[config.mk]
export PLATFORM = sky130hd
export DESIGN_NAME = sib_core
export DESIGN_NICKNAME = d
export VERILOG_FILES = /design/src/sib_pkg.sv /design/src/sib_core.sv
export SDC_FILE = /design/constraint.sdc
export NUM_CORES = 1
export LEC_CHECK = 0
export BUFFER_PORTS_ARGS = -buffer_cell sky130_fd_sc_hd__buf_2
export CAP_MARGIN = 10
export CORE_MARGIN = 3
export CORE_UTILIZATION = 50
export CTS_CLUSTER_SIZE = 12
export DETAILED_ROUTE_END_ITERATION = 8
export GPL_ROUTABILITY_DRIVEN = 0
export PLACE_DENSITY = 0.75
export SYNTH_ARGS = -nofsm -noshare
export SYNTH_HDL_FRONTEND = slang
export SYNTH_SLANG_ARGS = --single-unit
[constraint.sdc]
create_clock -name clk -period 2.6 [get_ports clk]
set_input_delay 0 -clock clk [delete_from_list [all_inputs] [get_ports clk]]
set_output_delay 0 -clock clk [all_outputs]
set_load 0.05 [all_outputs]
[src/sib_pkg.sv]
// sib_pkg: constants and carrier types for the serial irq/buffer/reset block
// assumes: one 20 MHz clock domain; no register bus, all control bits are ports
package sib_pkg;
  localparam int unsigned SIB_CLK_HZ = 20000000;
  localparam int unsigned SIB_BITS = 8;
  localparam logic [3:0] SIB_BIT_LAST = 4'h8;
  localparam logic [3:0] SIB_CAP_BIT1 = 4'h7;   // capture of bit 1 (msb first, 7 done)
  localparam logic [7:0] SIB_SHIFT_RST = 8'h00;
  localparam logic [3:0] SIB_CNT_RST = 4'h0;
  // master clock divide per half serial bit, indexed by {baud_select_hi, baud_select_lo}
  localparam logic [6:0] SIB_HALF_DIV2 = 7'h01;
  localparam logic [6:0] SIB_HALF_DIV8 = 7'h04;
  localparam logic [6:0] SIB_HALF_DIV32 = 7'h10;
  localparam logic [6:0] SIB_HALF_DIV128 = 7'h40;

  typedef struct packed {
    logic module_on;
    logic master_select;
    logic cpol;
    logic cpha;
    logic wired_or_select;
    logic tx_empty_irq_en;
    logic rx_full_irq_en;
    logic error_irq_en;
    logic fault_detect_en;
    logic baud_select_hi;
    logic baud_select_lo;
  } sib_ctrl_t;

  typedef struct packed {
    logic tx_empty_flag;
    logic rx_full_flag;
    logic overrun_flag;
    logic mode_fault_flag;
  } sib_stat_t;

  typedef struct packed {
    logic o;
    logic oe;
  } sib_pin_t;

  typedef enum logic [2:0] {
    SIB_IDLE = 3'b001,
    SIB_LEAD = 3'b010,
    SIB_TRAIL = 3'b100
  } sib_state_t;
endpackage : sib_pkg

[src/sib_core.sv]
// sib_core: serial byte engine with interrupt requests, two-entry transmit buffer,
// partial reset, stop/break handling and pin direction ownership
// assumes: cpu strobes are single-cycle and synchronous to clk; pins are asynchronous
//
// Notes on behaviour
// - tx irq when empty flag and enable
// - rx irq needs enable and module on
// - error enable gates overrun and mode fault
// - no mode fault without fault detect
// - rx full set on byte to receive register
// - tx empty set on byte to shifter
// - master queued byte starts without gap
// - slave resends shifter when nothing queued
// - system reset clears everything but master_select, cpha and tx empty, which it sets
// - module off aborts, clears shifter, counter
// - control bits and rx flags survive module off
// - master mode fault turns module off
// - runs in wait; irqs wake cpu
// - stop freezes; reset exit aborts
// - break without clear enable freezes flag clears
// - data write in break without clear enable ignored
// - miso driven only by selected slave
// - enabled module owns pin directions
// - clock out as master, in as slave; 8 bits
// - master shifts out and samples together
// - wired-or makes mosi open drain
// - unread data at bit 1 sets overrun
// - master low select sets mode fault
// - data read clears rx full
`timescale 1ns/1ps
module sib_core
  import sib_pkg::*;
(
  input wire logic clk,                 // 20 MHz bus clock
  input wire logic rst,                 // synchronous system reset
  input wire sib_ctrl_t ctrl_wr,        // control bits to load
  input wire logic ctrl_we,             // load ctrl_wr (pulse)
  input wire logic [7:0] data_wr,       // byte written to data register
  input wire logic data_we,             // data register write (pulse)
  input wire logic data_re,             // data register read (pulse)
  input wire logic stat_re,             // status register read (pulse)
  input wire logic stop_mode,           // processor in stop
  input wire logic break_state,         // processor in break
  input wire logic break_clear_en,      // flags clearable in break
  input wire logic sck_in,              // serial clock pin level
  input wire logic mosi_in,             // mosi pin level
  input wire logic miso_in,             // miso pin level
  input wire logic ss_n_in,             // slave select pin, active low
  output sib_ctrl_t ctrl,               // control bits held
  output sib_stat_t stat,               // status flags
  output logic [7:0] rx_data,           // receive data register
  output logic tx_irq,                  // transmitter request level
  output logic rx_err_irq,              // receiver/error request level
  output sib_pin_t sck_pin,             // serial clock drive
  output sib_pin_t mosi_pin,            // mosi drive
  output sib_pin_t miso_pin,            // miso drive
  output logic pins_owned               // 1: port ddr overridden
);
  function automatic logic [6:0] half_div(input logic hi, input logic lo);
    unique case ({hi, lo})
      2'b00: half_div = SIB_HALF_DIV2;
      2'b01: half_div = SIB_HALF_DIV8;
      2'b10: half_div = SIB_HALF_DIV32;
      default: half_div = SIB_HALF_DIV128;
    endcase
  endfunction : half_div

  // two-flop synchronisers; only stage two is read
  logic [3:0] sync1;
  logic [3:0] sync2;
  logic sck_prev;
  always_ff @(posedge clk) begin
    sync1 <= {sck_in, mosi_in, miso_in, ss_n_in};
    sync2 <= sync1;
    sck_prev <= sync2[3];
  end
  logic sck_s, mosi_s, miso_s, ss_n_s;
  assign {sck_s, mosi_s, miso_s, ss_n_s} = sync2;

  // two-entry transmit buffer, valid/ready both sides
  logic [7:0] buf_mem [2];
  logic [1:0] buf_cnt;
  logic buf_wp, buf_rp;
  logic buf_in_ready, buf_out_valid, buf_pop;
  assign buf_in_ready = (buf_cnt != 2'h2);
  assign buf_out_valid = (buf_cnt != 2'h0);

  sib_state_t state;
  logic [7:0] shifter;
  logic [3:0] bit_cnt;
  logic [6:0] div_cnt;
  logic sck_int;
  logic sample_bit;
  logic active;
  logic slave_sel;
  logic run;
  logic freeze;
  logic mf_cond;
  logic push;
  logic sck_lead, sck_trail;
  logic byte_done;
  logic cap_bit1;

  assign active = ctrl.module_on && !stop_mode;
  assign freeze = break_state && !break_clear_en;
  assign slave_sel = !ctrl.master_select && !ss_n_s;
  assign mf_cond = ctrl.module_on && ctrl.fault_detect_en && ctrl.master_select && !ss_n_s;
  assign push = data_we && !freeze && buf_in_ready;
  assign run = (state != SIB_IDLE);

  // edge finding: master uses its own divider, slave the sampled pin
  always_comb begin
    if (ctrl.master_select) begin
      sck_lead = run && (div_cnt == 7'h00) && (state == SIB_LEAD);
      sck_trail = run && (div_cnt == 7'h00) && (state == SIB_TRAIL);
    end else begin
      sck_lead = slave_sel && (sck_s ^ ctrl.cpol) && !(sck_prev ^ ctrl.cpol);
      sck_trail = slave_sel && !(sck_s ^ ctrl.cpol) && (sck_prev ^ ctrl.cpol);
    end
  end
  // cpha 0 samples on leading edge, cpha 1 on trailing
  logic samp_edge, shift_edge;
  assign samp_edge = ctrl.cpha ? sck_trail : sck_lead;
  assign shift_edge = ctrl.cpha ? sck_lead : sck_trail;
  assign byte_done = samp_edge && (bit_cnt == SIB_BIT_LAST - 4'h1);
  assign cap_bit1 = samp_edge && (bit_cnt == SIB_CAP_BIT1 - 4'h1);

  // load shifter from buffer: master on write or back to back, slave at start
  always_comb begin
    buf_pop = 1'b0;
    if (active && buf_out_valid && !freeze) begin
      if (ctrl.master_select)
        buf_pop = (state == SIB_IDLE) || byte_done;
      else
        buf_pop = (state == SIB_IDLE) && !run;
    end
  end

  // buffer storage
  always_ff @(posedge clk) begin
    if (rst || !ctrl.module_on) begin
      buf_cnt <= 2'h0;
      buf_wp <= 1'b0;
      buf_rp <= 1'b0;
    end else begin
      if (push) begin
        buf_mem[buf_wp] <= data_wr;
        buf_wp <= !buf_wp;
      end
      if (buf_pop)
        buf_rp <= !buf_rp;
      buf_cnt <= buf_cnt + {1'b0, push} - {1'b0, buf_pop};
    end
  end

  // transfer state, divider, counter and shifter
  always_ff @(posedge clk) begin
    if (rst || !ctrl.module_on) begin
      state <= SIB_IDLE;
      shifter <= SIB_SHIFT_RST;
      bit_cnt <= SIB_CNT_RST;
      div_cnt <= 7'h00;
      sck_int <= 1'b0;
      sample_bit <= 1'b0;
    end else if (active) begin
      if (ctrl.master_select) begin
        if (run)
          div_cnt <= (div_cnt == 7'h00) ? half_div(ctrl.baud_select_hi, ctrl.baud_select_lo)
                     - 7'h01 : div_cnt - 7'h01;
        if (state == SIB_IDLE && buf_pop) begin
          state <= SIB_LEAD;
          div_cnt <= half_div(ctrl.baud_select_hi, ctrl.baud_select_lo) - 7'h01;
        end else if (sck_lead) begin
          state <= SIB_TRAIL;
          sck_int <= 1'b1;
        end else if (sck_trail) begin
          sck_int <= 1'b0;
          state <= (byte_done && !buf_pop) ? SIB_IDLE : SIB_LEAD;
        end
      end else if (!slave_sel) begin
        state <= SIB_IDLE;  // deselected slave ignores clocks
      end else if (sck_lead || sck_trail) begin
        state <= SIB_LEAD;
      end
      if (buf_pop)
        shifter <= buf_mem[buf_rp];
      else if (samp_edge)
        sample_bit <= ctrl.master_select ? miso_s : mosi_s;
      if (shift_edge && !buf_pop && bit_cnt != SIB_CNT_RST)
        shifter <= {shifter[6:0], sample_bit};
      if (byte_done) begin
        bit_cnt <= SIB_CNT_RST;
        if (!ctrl.master_select)
          state <= SIB_IDLE;
      end else if (samp_edge) begin
        bit_cnt <= bit_cnt + 4'h1;
      end
    end
  end

  // control bits: only system reset clears them; a master fault drops module_on
  always_ff @(posedge clk) begin
    if (rst) begin
      ctrl <= '0;
      ctrl.master_select <= 1'b1;
      ctrl.cpha <= 1'b1;
    end else begin
      if (ctrl_we)
        ctrl <= ctrl_wr;
      if (mf_cond)
        ctrl.module_on <= 1'b0;
    end
  end

  // status flags; sets win over clears, break freezes clears
  logic rf_armed, mf_armed;
  logic last_byte;
  always_ff @(posedge clk) begin
    if (rst) begin
      stat.rx_full_flag <= 1'b0;
      stat.overrun_flag <= 1'b0;
      stat.mode_fault_flag <= 1'b0;
      stat.tx_empty_flag <= 1'b1;
      rx_data <= 8'h00;
      rf_armed <= 1'b0;
      mf_armed <= 1'b0;
    end else begin
      // empty flag set on shifter load, cleared on data write; held set while off or after a master fault
      if (!ctrl.module_on || mf_cond || last_byte)
        stat.tx_empty_flag <= 1'b1;
      else if (push)
        stat.tx_empty_flag <= 1'b0;
      // two-step clears for overrun and mode fault: arm on status read, complete on second step; rx full clears on a data read alone
      if (stat_re && !freeze) begin
        rf_armed <= stat.overrun_flag;
        mf_armed <= stat.mode_fault_flag;
      end
      if (data_re && !freeze)
        stat.rx_full_flag <= 1'b0;
      if (data_re && rf_armed && !freeze) begin
        stat.overrun_flag <= 1'b0;
        rf_armed <= 1'b0;
      end
      if (ctrl_we && mf_armed && !freeze && !mf_cond) begin
        stat.mode_fault_flag <= 1'b0;
        mf_armed <= 1'b0;
      end
      if (active && cap_bit1 && stat.rx_full_flag)
        stat.overrun_flag <= 1'b1;
      if (active && byte_done && !stat.rx_full_flag && !stat.overrun_flag) begin
        rx_data <= {shifter[6:0], ctrl.master_select ? miso_s : mosi_s};
        stat.rx_full_flag <= 1'b1;
      end
      if (mf_cond)
        stat.mode_fault_flag <= 1'b1;
      if (ctrl.module_on && ctrl.fault_detect_en && !ctrl.master_select && ss_n_s && run)
        stat.mode_fault_flag <= 1'b1;
    end
  end
  assign last_byte = buf_pop;

  // interrupt levels, registered; both wake the cpu from wait
  always_ff @(posedge clk) begin
    if (rst) begin
      tx_irq <= 1'b0;
      rx_err_irq <= 1'b0;
    end else begin
      tx_irq <= stat.tx_empty_flag && ctrl.tx_empty_irq_en;
      rx_err_irq <= (stat.rx_full_flag && ctrl.rx_full_irq_en && ctrl.module_on)
                    || (ctrl.error_irq_en
                        && (stat.overrun_flag || stat.mode_fault_flag));
    end
  end

  // pin drive: module owns directions only while on
  always_ff @(posedge clk) begin
    if (rst) begin
      sck_pin <= '0;
      mosi_pin <= '0;
      miso_pin <= '0;
      pins_owned <= 1'b0;
    end else begin
      pins_owned <= ctrl.module_on;
      sck_pin.o <= sck_int ^ ctrl.cpol;
      sck_pin.oe <= ctrl.module_on && ctrl.master_select;
      // wired-or: drive low only, release for high
      mosi_pin.o <= shifter[7];
      mosi_pin.oe <= ctrl.module_on && ctrl.master_select
                     && (!ctrl.wired_or_select || !shifter[7]);
      miso_pin.o <= shifter[7];
      miso_pin.oe <= ctrl.module_on && slave_sel;
    end
  end
endmodule : sib_core

==> results of run 1 <==
[synth_stat cells, drive strengths merged (9+ instances only)]
| library cell | instances |
|---|---|
| a21oi | 21 |
| buf | 9 |
| clkbuf | 9 |
| dfxtp | 71 |
| edfxtp | 16 |
| inv | 21 |
| mux2 | 10 |
| mux2i | 18 |
| nand2 | 30 |
| nand3 | 13 |
| nand4 | 12 |
| nor2 | 42 |
| nor3 | 12 |
| o21ai | 15 |
[path summary, 6_finish.rpt]
check / startpoint / endpoint / depth (start not counted)
hold reg to reg: sync1[3] / sync2[3] / 0
setup / recovery: div_cnt[1] / buf_cnt[1] / 14
hold / removal: stop_mode / state[2] / 4
setup reg to reg: div_cnt[1] / buf_cnt[1] / 14
[sequential cells by signal (all words and copies together), names as in the netlist, 4 cells and up, named ones only]
| signal | count |
|---|---|
| bit_cnt | 4 |
| buf_mem | 16 |
| ctrl | 11 |
| div_cnt | 7 |
| rx_data | 8 |
| shifter | 8 |
| stat | 4 |
| sync1 | 4 |
| sync2 | 4 |
[power by group through the flow]
stage | Clock (mW) | Sequential, mW | Combinational [mW]
floorplan | 0 | 1.49 | 0.0949
global placement | 0 | 1.45 | 0.208
detailed placement | 0 | 1.45 | 0.212
CTS | 1.01 | 1.42 | 0.243
global route | 1.06 | 1.42 | 0.269
finish | 0.991 | 1.42 | 0.247
[worst max-delay path, stage by stage, from the launching register on]
cell and delay, ps:
dfxtp_2 340, inv_2 70, ha_4 140, nor3b_4 230, nand4_4 160, o211ai_4 210, and4_4 270, nor2_4 50
inv_2 50, ha_1 220, inv_1 70, ha_2 170, xor2_1 190, xnor2_1 160, nor2_1 50
[cells by family after synthesis]
family / count (synthesis) / synth area share
AO/OA/AOI/OAI: 76 / 0.1401
multiplexers: 28 / 0.07590
buffers and inverters: 40 / 0.04346
XOR/XNOR: 5 / 0.01135
flip-flops: 87 / 0.4930
adder cells (fa/ha/maj): 8 / 0.02595
AND/OR/NAND/NOR: 145 / 0.2102
[through the flow]
stage,utilization,setup WS [ps],setup TNS (ps),cell area (µm²)
floorplan,-,16.18,0,3866
global placement,0.5869,85.06,0,4325
detailed placement,0.5869,-31.42,-31.42,4325
CTS,0.6538,19.21,0,4818
global route,0.6604,-23.22,-23.22,4867
finish,0.6604,105.2,0,4867
[layout make-up]
cell class / count / share of cell area
Sequential cell: 87 / 0.3920
Clock inverter: 6 / 0.01517
Timing Repair Buffer: 109 / 0.1491
Inverter: 22 / 0.01697
Clock buffer: 10 / 0.02828
Tap cell: 99 / 0.02545
Multi-Input combinational cell: 262 / 0.3730
[layer usage]
metal,vias to the layer above,routed length [µm],GRT usage
li1,1600,-,-
met1,1496,4211,0.2947
met2,116,4139,0.3347
met3,7,514,0.04327
met4,0,84,0.07100
met5,-,0,0
[what timing repair did]
item,in CTS,in global routing
endpoints found under the hold margin,33,0
endpoints found under the setup margin,1,1
pin swaps,1,6
hold buffers,26,0
setup buffers,2,4
resized for setup,1,9
==> run_results.csv, run 1 <==
group,metric,value,unit
job,max_cap_violations,0,
worst_setup_path,r2r_setup_slack,110,ps
yosys,synth-seq-cells,87,
sta,period_minus_slack,2495,ps
sta,skew,14.27,ps
yosys,synth_cell_types,71,
floorplan,initial_core_util,0.5234,
worst_setup_path,crit_fanout,3,
global_routing,grt_pass1_vias,3129,
floorplan,chipWidth,93.84,µm
clock_network,cts_tree,"built",
route,firstDrtPassIters,5,
floorplan,core_area,7370,µm²
sta,holdWs,15.84,ps
sta,slew_headroom,0.2660,
yosys,ys_top_cells_by_area,"dfxtp_1 (37%), edfxtp_1 (12%), mux2i_1 (4.7%)",
sta,report.final.setup_viol,0,
cells_and_area,multi_input_area,1815,µm²
pwr,p_leak,2.031,nW
worst_setup_path,worstSetupStartpointType,"register",
clock_network,root_buffer,"clkbuf_8",
cells_and_area,final_cell_mix,"dfxtp_1 (66), buf_2 (63), nor2_1 (41)",
pwr,p_clk_frac,0.373,
cells_and_area,final_cells,595,
clock_network,clock-sinks,87,
floorplan,die-area,8805,µm²
yosys,ys_async_sr_fraction,0,
pwr,total_power,2.658,mW
sta,worst_pin_slew,1093,ps
route,route.detailed.drc,0,
pwr,swShare,0.2537,
pwr,p_comb_frac,0.093,
sta,hold_viol,0,
global_routing,grt_overflow_total,0,
floorplan,io_pins,64,
run_status,status,"complete, no violations",
floorplan,rows,31,
worst_setup_path,end_kind,"register",
min_path,hp-class,"input pin to register",
cells_and_area,final_common_cell,"dfxtp_1",
global_routing,track_usage,0.2135,
sta,slew_viol_final,0,
place,dp.cells,547,
cells_and_area,seq_area,1908,µm²
clock_network,cts_buffer_depth,2,
yosys,syn-num-nets,429,
yosys,synth_top_area_cell,"dfxtp_1",
cells_and_area,syn2layout_area_growth,26.18,%
worst_setup_path,cp_data_arrival_time,2730,ps
route,vias_per_cell,5.410,
clock_network,h-tree-depth,3,
yosys,syn_avg_cell_area,9.916,µm²
cells_and_area,fill_cells,575,
route,detail-route-antenna-nets,0,
sta,period_share,0.9595,
pwr,internal_power,1.983,mW
pwr,seqPwrFrac,0.534,
clock_network,cts_buffers,9,
floorplan,die-height,93.84,µm
global_routing,grt_pass1_wl,14800,µm
yosys,syn_area,3857,µm²
yosys,synth_edf_count,16,
yosys,ys.warnings.count,0,
route,wl_per_cell,15.04,µm
pwr,peakVddDrop,0.3043,mV
global_routing,antenna_found_initial,0,
route,finalWirelength,8950,µm
yosys,ys.flop_type,"dfxtp_1",
global_routing,grt_max_degree,25,
yosys,yosysTopAreaCellShare,0.3685,
pwr,power_density,546.1,nW/µm²
sta,fmax,400.8,MHz
clock_network,clock_latency,360,ps
cells_and_area,drive_gt1_frac,0.2883,
place,portBuffers,63,
worst_setup_path,required,2830,ps
route,drt_iter0_drc,216,
yosys,synth-seq-area-share,0.4930,
route,via_count,3219,
cells_and_area,nets,531,
place,hpwl,6197,µm
clock_network,path_clk_slew,90,ps
yosys,syn_inst,389,
cells_and_area,antenna_cells,0,
pwr,net-switching-power,674.4,µW
worst_setup_path,critical_path_class,"register to register",
(Power assumes the default switching activity.)
==> inputs of run 2 (changes only) <==
--- a/config.mk
+++ b/config.mk
@@ -8,11 +8,11 @@
 export BUFFER_PORTS_ARGS = -buffer_cell sky130_fd_sc_hd__buf_2
 export CAP_MARGIN = 10
 export CORE_MARGIN = 3
-export CORE_UTILIZATION = 50
+export CORE_UTILIZATION = 56
 export CTS_CLUSTER_SIZE = 12
 export DETAILED_ROUTE_END_ITERATION = 8
 export GPL_ROUTABILITY_DRIVEN = 0
-export PLACE_DENSITY = 0.75
+export PLACE_DENSITY = 0.79
 export SYNTH_ARGS = -nofsm -noshare
 export SYNTH_HDL_FRONTEND = slang
 export SYNTH_SLANG_ARGS = --single-unit
==> constraint.sdc (replaced) <==
create_clock -name clk -period 2.3 [get_ports clk]
set_input_delay 0 -clock clk [delete_from_list [all_inputs] [get_ports clk]]
set_output_delay 0 -clock clk [all_outputs]
set_load 0.05 [all_outputs]
==> run_results.csv, run 2 (synthesis gave the netlist of run 1 again) <==
group,metric,value,unit
run_status,status,"complete, no violations",
sta,fmax,439.3,MHz
global_routing,grt_overflow_total,0,
floorplan,rows,29,
cells_and_area,final_common_cell,"dfxtp_1",
floorplan,core_area,6495,µm²
pwr,peakVddDrop,0.5091,mV
pwr,power_density,609.3,nW/µm²
floorplan,io_pins,64,
clock_network,cts_buffer_depth,2,
pwr,p_comb_frac,0.094,
sta,period_share,0.9896,
worst_setup_path,rr_startpoint,"div_cnt[0]",
worst_setup_path,reg2reg_depth,14,
route,finalWirelength,9531,µm
sta,rsz0062_at_grt,"yes",
sta,slew_viol_final,0,
pwr,p_leak,2.097,nW
cells_and_area,reg.largest.list,"buf_mem (16), ctrl (11)",
pwr,internal_power,2.272,mW
min_path,holdPathStages,3,
sta,holdWs,6.257,ps
clock_network,cts_buffers,9,
cells_and_area,largest-register,"buf_mem",
min_path,hp-start,"ctrl_wr[10]",
route,detail-route-antenna-nets,0,
pwr,seqPwrFrac,0.529,
pwr,swShare,0.2504,
clock_network,clock_latency,360,ps
route,via_count,3356,
cells_and_area,nets,543,
worst_setup_path,cp_data_arrival_time,2530,ps
worst_setup_path,critical_path_class,"register to register",
cells_and_area,largest_reg_flops,16,
cells_and_area,antenna_cells,0,
sta,hold_viol,0,
min_path,hp-class,"input pin to register",
floorplan,die-area,7920,µm²
sta,skew,13.67,ps
clock_network,cts_tree,"built",
job,max_cap_violations,0,
floorplan,chipWidth,89.00,µm
min_path,worstHoldEndpoint,"ctrl[10]",
worst_setup_path,rr_endpoint,"buf_cnt[1]",
worst_setup_path,worstSetupStartpointType,"register",
route,route.detailed.drc,0,
cells_and_area,fill_cells,424,
global_routing,grt_max_degree,25,
cells_and_area,multi_input_area,1861,µm²
clock_network,h-tree-depth,3,
cells_and_area,drive_gt1_frac,0.3209,
clock_network,root_buffer,"clkbuf_8",
floorplan,die-height,89.00,µm
worst_setup_path,r2r_setup_slack,20,ps
route,wl_per_cell,16.29,µm
global_routing,track_usage,0.2501,
route,firstDrtPassIters,5,
place,placed_area,4431,µm²
worst_setup_path,required,2550,ps
sta,report.final.setup_viol,0,
global_routing,grt_pass1_wl,15100,µm
pwr,p_clk_frac,0.377,
global_routing,antenna_found_initial,0,
cells_and_area,final_cell_mix,"dfxtp_1 (66), buf_2 (63), nor2_1 (41)",
place,portBuffers,63,
pwr,net-switching-power,759.1,µW
sta,period_minus_slack,2276,ps
clock_network,clock-sinks,87,
worst_setup_path,end_kind,"register",
place,hpwl,6521,µm
sta,slew_headroom,0.2671,
cells_and_area,syn2layout_area_growth,28.97,%
cells_and_area,finalInstanceArea,4975,µm²
clock_network,path_clk_slew,90,ps
route,drt_iter0_drc,270,
sta,worst_pin_slew,1091,ps
floorplan,initial_core_util,0.5939,
route,vias_per_cell,5.737,
cells_and_area,seq_area,1911,µm²
worst_setup_path,crit_fanout,2,
global_routing,grt_pass1_vias,3233,
==> run 2: cell types whose count changed in the layout (fill, tap and decap cells not counted), sizes merged <==
cell,previous run,this run
dlygate4sd3,26,23
clkinvlp,0,1
clkinv,3,1
buf,83,98
clkbuf,10,11
==> run 2: through the flow <==
step / util / power, mW / TNS, ps / setup slack, ps / std cells
detailed placement: 0.6821 / 1.883 / -62.97 / -62.97 / 540
global route: 0.7659 / 3.133 / -818.3 / -84.48 / 585
finish: 0.7659 / 3.031 / 0 / 23.84 / 585
floorplan: - / 1.794 / -162.5 / -162.2 / 389
global placement: 0.6821 / 1.877 / 0 / 4.383 / 540
CTS: 0.7627 / 3.037 / 0 / 20.95 / 584
==> run 2: final cells by class <==
cell class / count / area share
flip-flops and latches: 87 / 0.3841
inverters: 22 / 0.01710
clock inverters: 5 / 0.01232
well taps: 77 / 0.01937
multi-input cells: 262 / 0.3740
repair buffers: 121 / 0.1625
clock buffers: 11 / 0.03068
==> run 2: worst max path at each step <==
stage / endpoint / slack [ps] / cells after the start / startpoint
2_1_floorplan: buf_cnt[1] / -160 / 14 / div_cnt[0]
3_3_place_gp: buf_cnt[1] / 4 / 14 / div_cnt[0]
3_5_place_dp: buf_cnt[1] / -60 / 14 / div_cnt[0]
4_1_cts: buf_cnt[1] / 20 / 14 / div_cnt[1]
5_1_grt: buf_cnt[1] / -80 / 14 / div_cnt[1]
6_report: buf_cnt[1] / 20 / 14 / div_cnt[0]
==> run 2: repair_timing <==
| action | 4_1_cts | 5_1_grt |
|---|---|---|
| pin swaps | 7 | 6 |
| setup buffers | 5 | 1 |
| endpoints found under the hold margin | 32 | 0 |
| gates resized for setup | 7 | 3 |
| endpoints found under the setup margin | 1 | 20 |
| hold buffers | 23 | 0 |
==> run 2: power by group through the flow <==
stage          logic (mW)  clock network (mW)  registers, mW
6_report            0.286                1.14           1.60
5_1_grt             0.308                1.22           1.61
4_1_cts             0.279                1.15           1.60
3_5_place_dp        0.245                   0           1.64
3_3_place_gp        0.241                   0           1.64
2_1_floorplan       0.108                   0           1.69
==> run 2: routing by layer <==
metal  routed length [µm]  vias up  GRT usage
li1                     -     1624          -
met1                 4305     1575     0.3394
met2                 4376      139     0.3968
met3                  683       18    0.04885
met4                  165        0    0.09743
met5                    0        -          0
==> run 2: critical path: stages, from the launching register on <==
cell	delay, ps
dfxtp_2	330
inv_2	70
ha_4	130
nor3b_4	230
nand4_4	140
o211ai_4	190
and4_4	250
nor2_4	40
inv_2	70
ha_4	200
inv_4	50
ha_4	120
xor2_2	140
xnor2_1	130
nor2_1	60
==> inputs of run 3 (changes only) <==
--- a/config.mk
+++ b/config.mk
@@ -5,12 +5,12 @@
 export SDC_FILE = /design/constraint.sdc
 export NUM_CORES = 1
 export LEC_CHECK = 0
-export BUFFER_PORTS_ARGS = -buffer_cell sky130_fd_sc_hd__buf_2
 export CAP_MARGIN = 10
 export CORE_MARGIN = 3
-export CORE_UTILIZATION = 56
+export CORE_UTILIZATION = 60
 export CTS_CLUSTER_SIZE = 12
 export DETAILED_ROUTE_END_ITERATION = 8
+export DONT_BUFFER_PORTS = 1
 export GPL_ROUTABILITY_DRIVEN = 0
 export PLACE_DENSITY = 0.79
 export SYNTH_ARGS = -nofsm -noshare
==> run_results.csv, run 3 (synthesis gave the netlist of run 1 again) <==
group,metric,value,unit
global_routing,grt_max_degree,17,
cells_and_area,final_common_cell,"dfxtp_1",
run_status,status,"complete, no violations",
global_routing,use_met2,0.4429,
route,finalWirelength,10050,µm
floorplan,io_pins,64,
sta,fin_ws,38.49,ps
global_routing,grtUsageMet1,0.3429,
sta,rsz0062_at_grt,"yes",
clock_network,root_buffer,"clkbuf_8",
floorplan,die-area,7427,µm²
floorplan,core_area,6061,µm²
worst_setup_path,end_kind,"register",
clock_network,clock_latency,360,ps
clock_network,clock-sinks,87,
cells_and_area,antenna_cells,0,
global_routing,antenna_found_initial,0,
global_routing,grt_pass1_vias,3227,
cells_and_area,nets,509,
sta,hold_viol,0,
sta,slew_viol_final,0,
job,max_cap_violations,0,
cells_and_area,final_cell_mix,"dfxtp_1 (66), buf_4 (50), nor2_1 (41)",
min_path,holdPathStages,3,
min_path,hp-class,"input pin to register",
pwr,peakVddDrop,0.6021,mV
sta,fmax,442.2,MHz
worst_setup_path,rr_endpoint,"buf_cnt[1]",
floorplan,chipWidth,86.18,µm
sta,period_share,0.9833,
route,drt_iter0_drc,207,
min_path,worstHoldEndpoint,"state[0]",
global_routing,top_usage_layer,"met2",
place,place_ws,-61.74,ps
pwr,power_density,590.1,nW/µm²
route,via_count,3378,
route,detail-route-antenna-nets,0,
floorplan,initial_core_util,0.6365,
worst_setup_path,cpMaxStageDelayCell,"dfxtp_2",
cells_and_area,drive_gt1_frac,0.2468,
clock_network,cts_tree,"built",
worst_setup_path,reg2reg_depth,14,
worst_setup_path,crit_path_max_incr_delay,340,ps
worst_setup_path,rr_startpoint,"div_cnt[0]",
worst_setup_path,r2r_setup_slack,40,ps
clock_network,path_clk_slew,90,ps
sta,skew,10.93,ps
min_path,hp-start,"stop_mode",
pwr,total_power,2.880,mW
clock_network,cts_buffers,9,
cells_and_area,syn2layout_area_growth,26.53,%
route,route.detailed.drc,0,
cells_and_area,final_cells,549,
floorplan,die-height,86.18,µm
worst_setup_path,worstSetupStartpointType,"register",
global_routing,grt_overflow_total,0,
sta,period_minus_slack,2262,ps
route,wl_per_cell,18.30,µm
route,firstDrtPassIters,5,
clock_network,cts_buffer_depth,2,
cells_and_area,largest_reg_flops,16,
place,dp.cells,484,
place,hpwl,6438,µm
global_routing,grt_pass1_wl,15540,µm
sta,report.final.setup_viol,0,
worst_setup_path,critical_path_class,"register to register",
worst_setup_path,crit_fanout,2,
floorplan,rows,28,
worst_setup_path,required,2550,ps
sta,holdWs,29.48,ps
cells_and_area,largest-register,"buf_mem",
worst_setup_path,crit_chain,"inv_2 > ha_4 > nor3b_4 > nand4_4 > o211ai_4 > and4_4 > nor2_4 > inv_2 > ha_4 > inv_2 > ha_4 > xor2_2 > xnor2_1 > nor2_1",
cells_and_area,reg.largest.list,"buf_mem (16), ctrl (11)",
route,vias_per_cell,6.153,
sta,worst_pin_slew,932.4,ps
global_routing,met3_usage,0.05038,
global_routing,track_usage,0.2686,
clock_network,h-tree-depth,3,
place,portBuffers,0,
worst_setup_path,cp_data_arrival_time,2520,ps
pwr,p_leak,1.952,nW
sta,slew_headroom,0.3775,
-- run 3: cell count changes in the layout (fill, tap and decap cells not counted), moves of 2 or more --
cell,delta
inv_4,-2
dlygate4sd3_1,+14
buf_4,+15
buf_2,-63
-- run 3: timing repair --
item                                    in CTS  in global routing
pin swaps                                    8                  9
cloned                                       0                  0
buffers inserted                             5                  8
gates resized for setup                      2                  8
hold buffers                                37                  0
endpoints found under the setup margin       1                  4
hold endpoints to repair                    50                  0
-- run 3: worst max-delay path by stage --
stage / from / to / slack, ps
finish: div_cnt[0] / buf_cnt[1] / 40
floorplan: div_cnt[0] / buf_cnt[1] / -160
global route: state[0] / div_cnt[6] / -70
global placement: div_cnt[0] / buf_cnt[1] / 10
CTS: div_cnt[1] / buf_cnt[1] / -40
detailed placement: div_cnt[0] / buf_cnt[1] / -60
-- run 3: metrics by stage --
stage | utilization | instance area, µm² | setup TNS (ps)
final | 0.8053 | 4881 | 0
after global routing | 0.8053 | 4881 | -136.9
after CTS | 0.7894 | 4785 | -39.85
after detailed placement | 0.6897 | 4180 | -61.74
after global placement | 0.6897 | 4180 | 0
after floorplan | - | 3886 | -162.5
-- run 3: routing by layer --
layer / routed length (µm) / vias up
met4: 265 / 0
met5: 0 / -
met2: 4879 / 176
met1: 4069 / 1616
met3: 829 / 29
li1: - / 1557
-- run 3: cell type report --
cell class / instances / area (µm²)
flip-flops and latches: 87 / 1911
well taps: 75 / 93.84
clock inverters: 6 / 52.55
repair buffers: 87 / 745.7
clock buffers: 10 / 131.4
inverters: 22 / 82.58
fillers: 364 / 1180
multi-input cells: 262 / 1864
-- run 3: where the power goes --
part | switching, mW | total, mW | internal, mW
combinational | 0.125 | 0.237 | 0.112
sequential | 0.0604 | 1.64 | 1.58
clock | 0.583 | 1.00 | 0.422
-- run 3: worst max-delay path, delay by kind of cell (launching register included) --
kind                     cells  cell delay (ps)
flip-flops                   1              340
adder cells (fa/ha/maj)      3              450
AND/OR/NAND/NOR              5              710
AO/OA/AOI/OAI                1              180
buffers and inverters        3              200
XOR/XNOR                     2              280
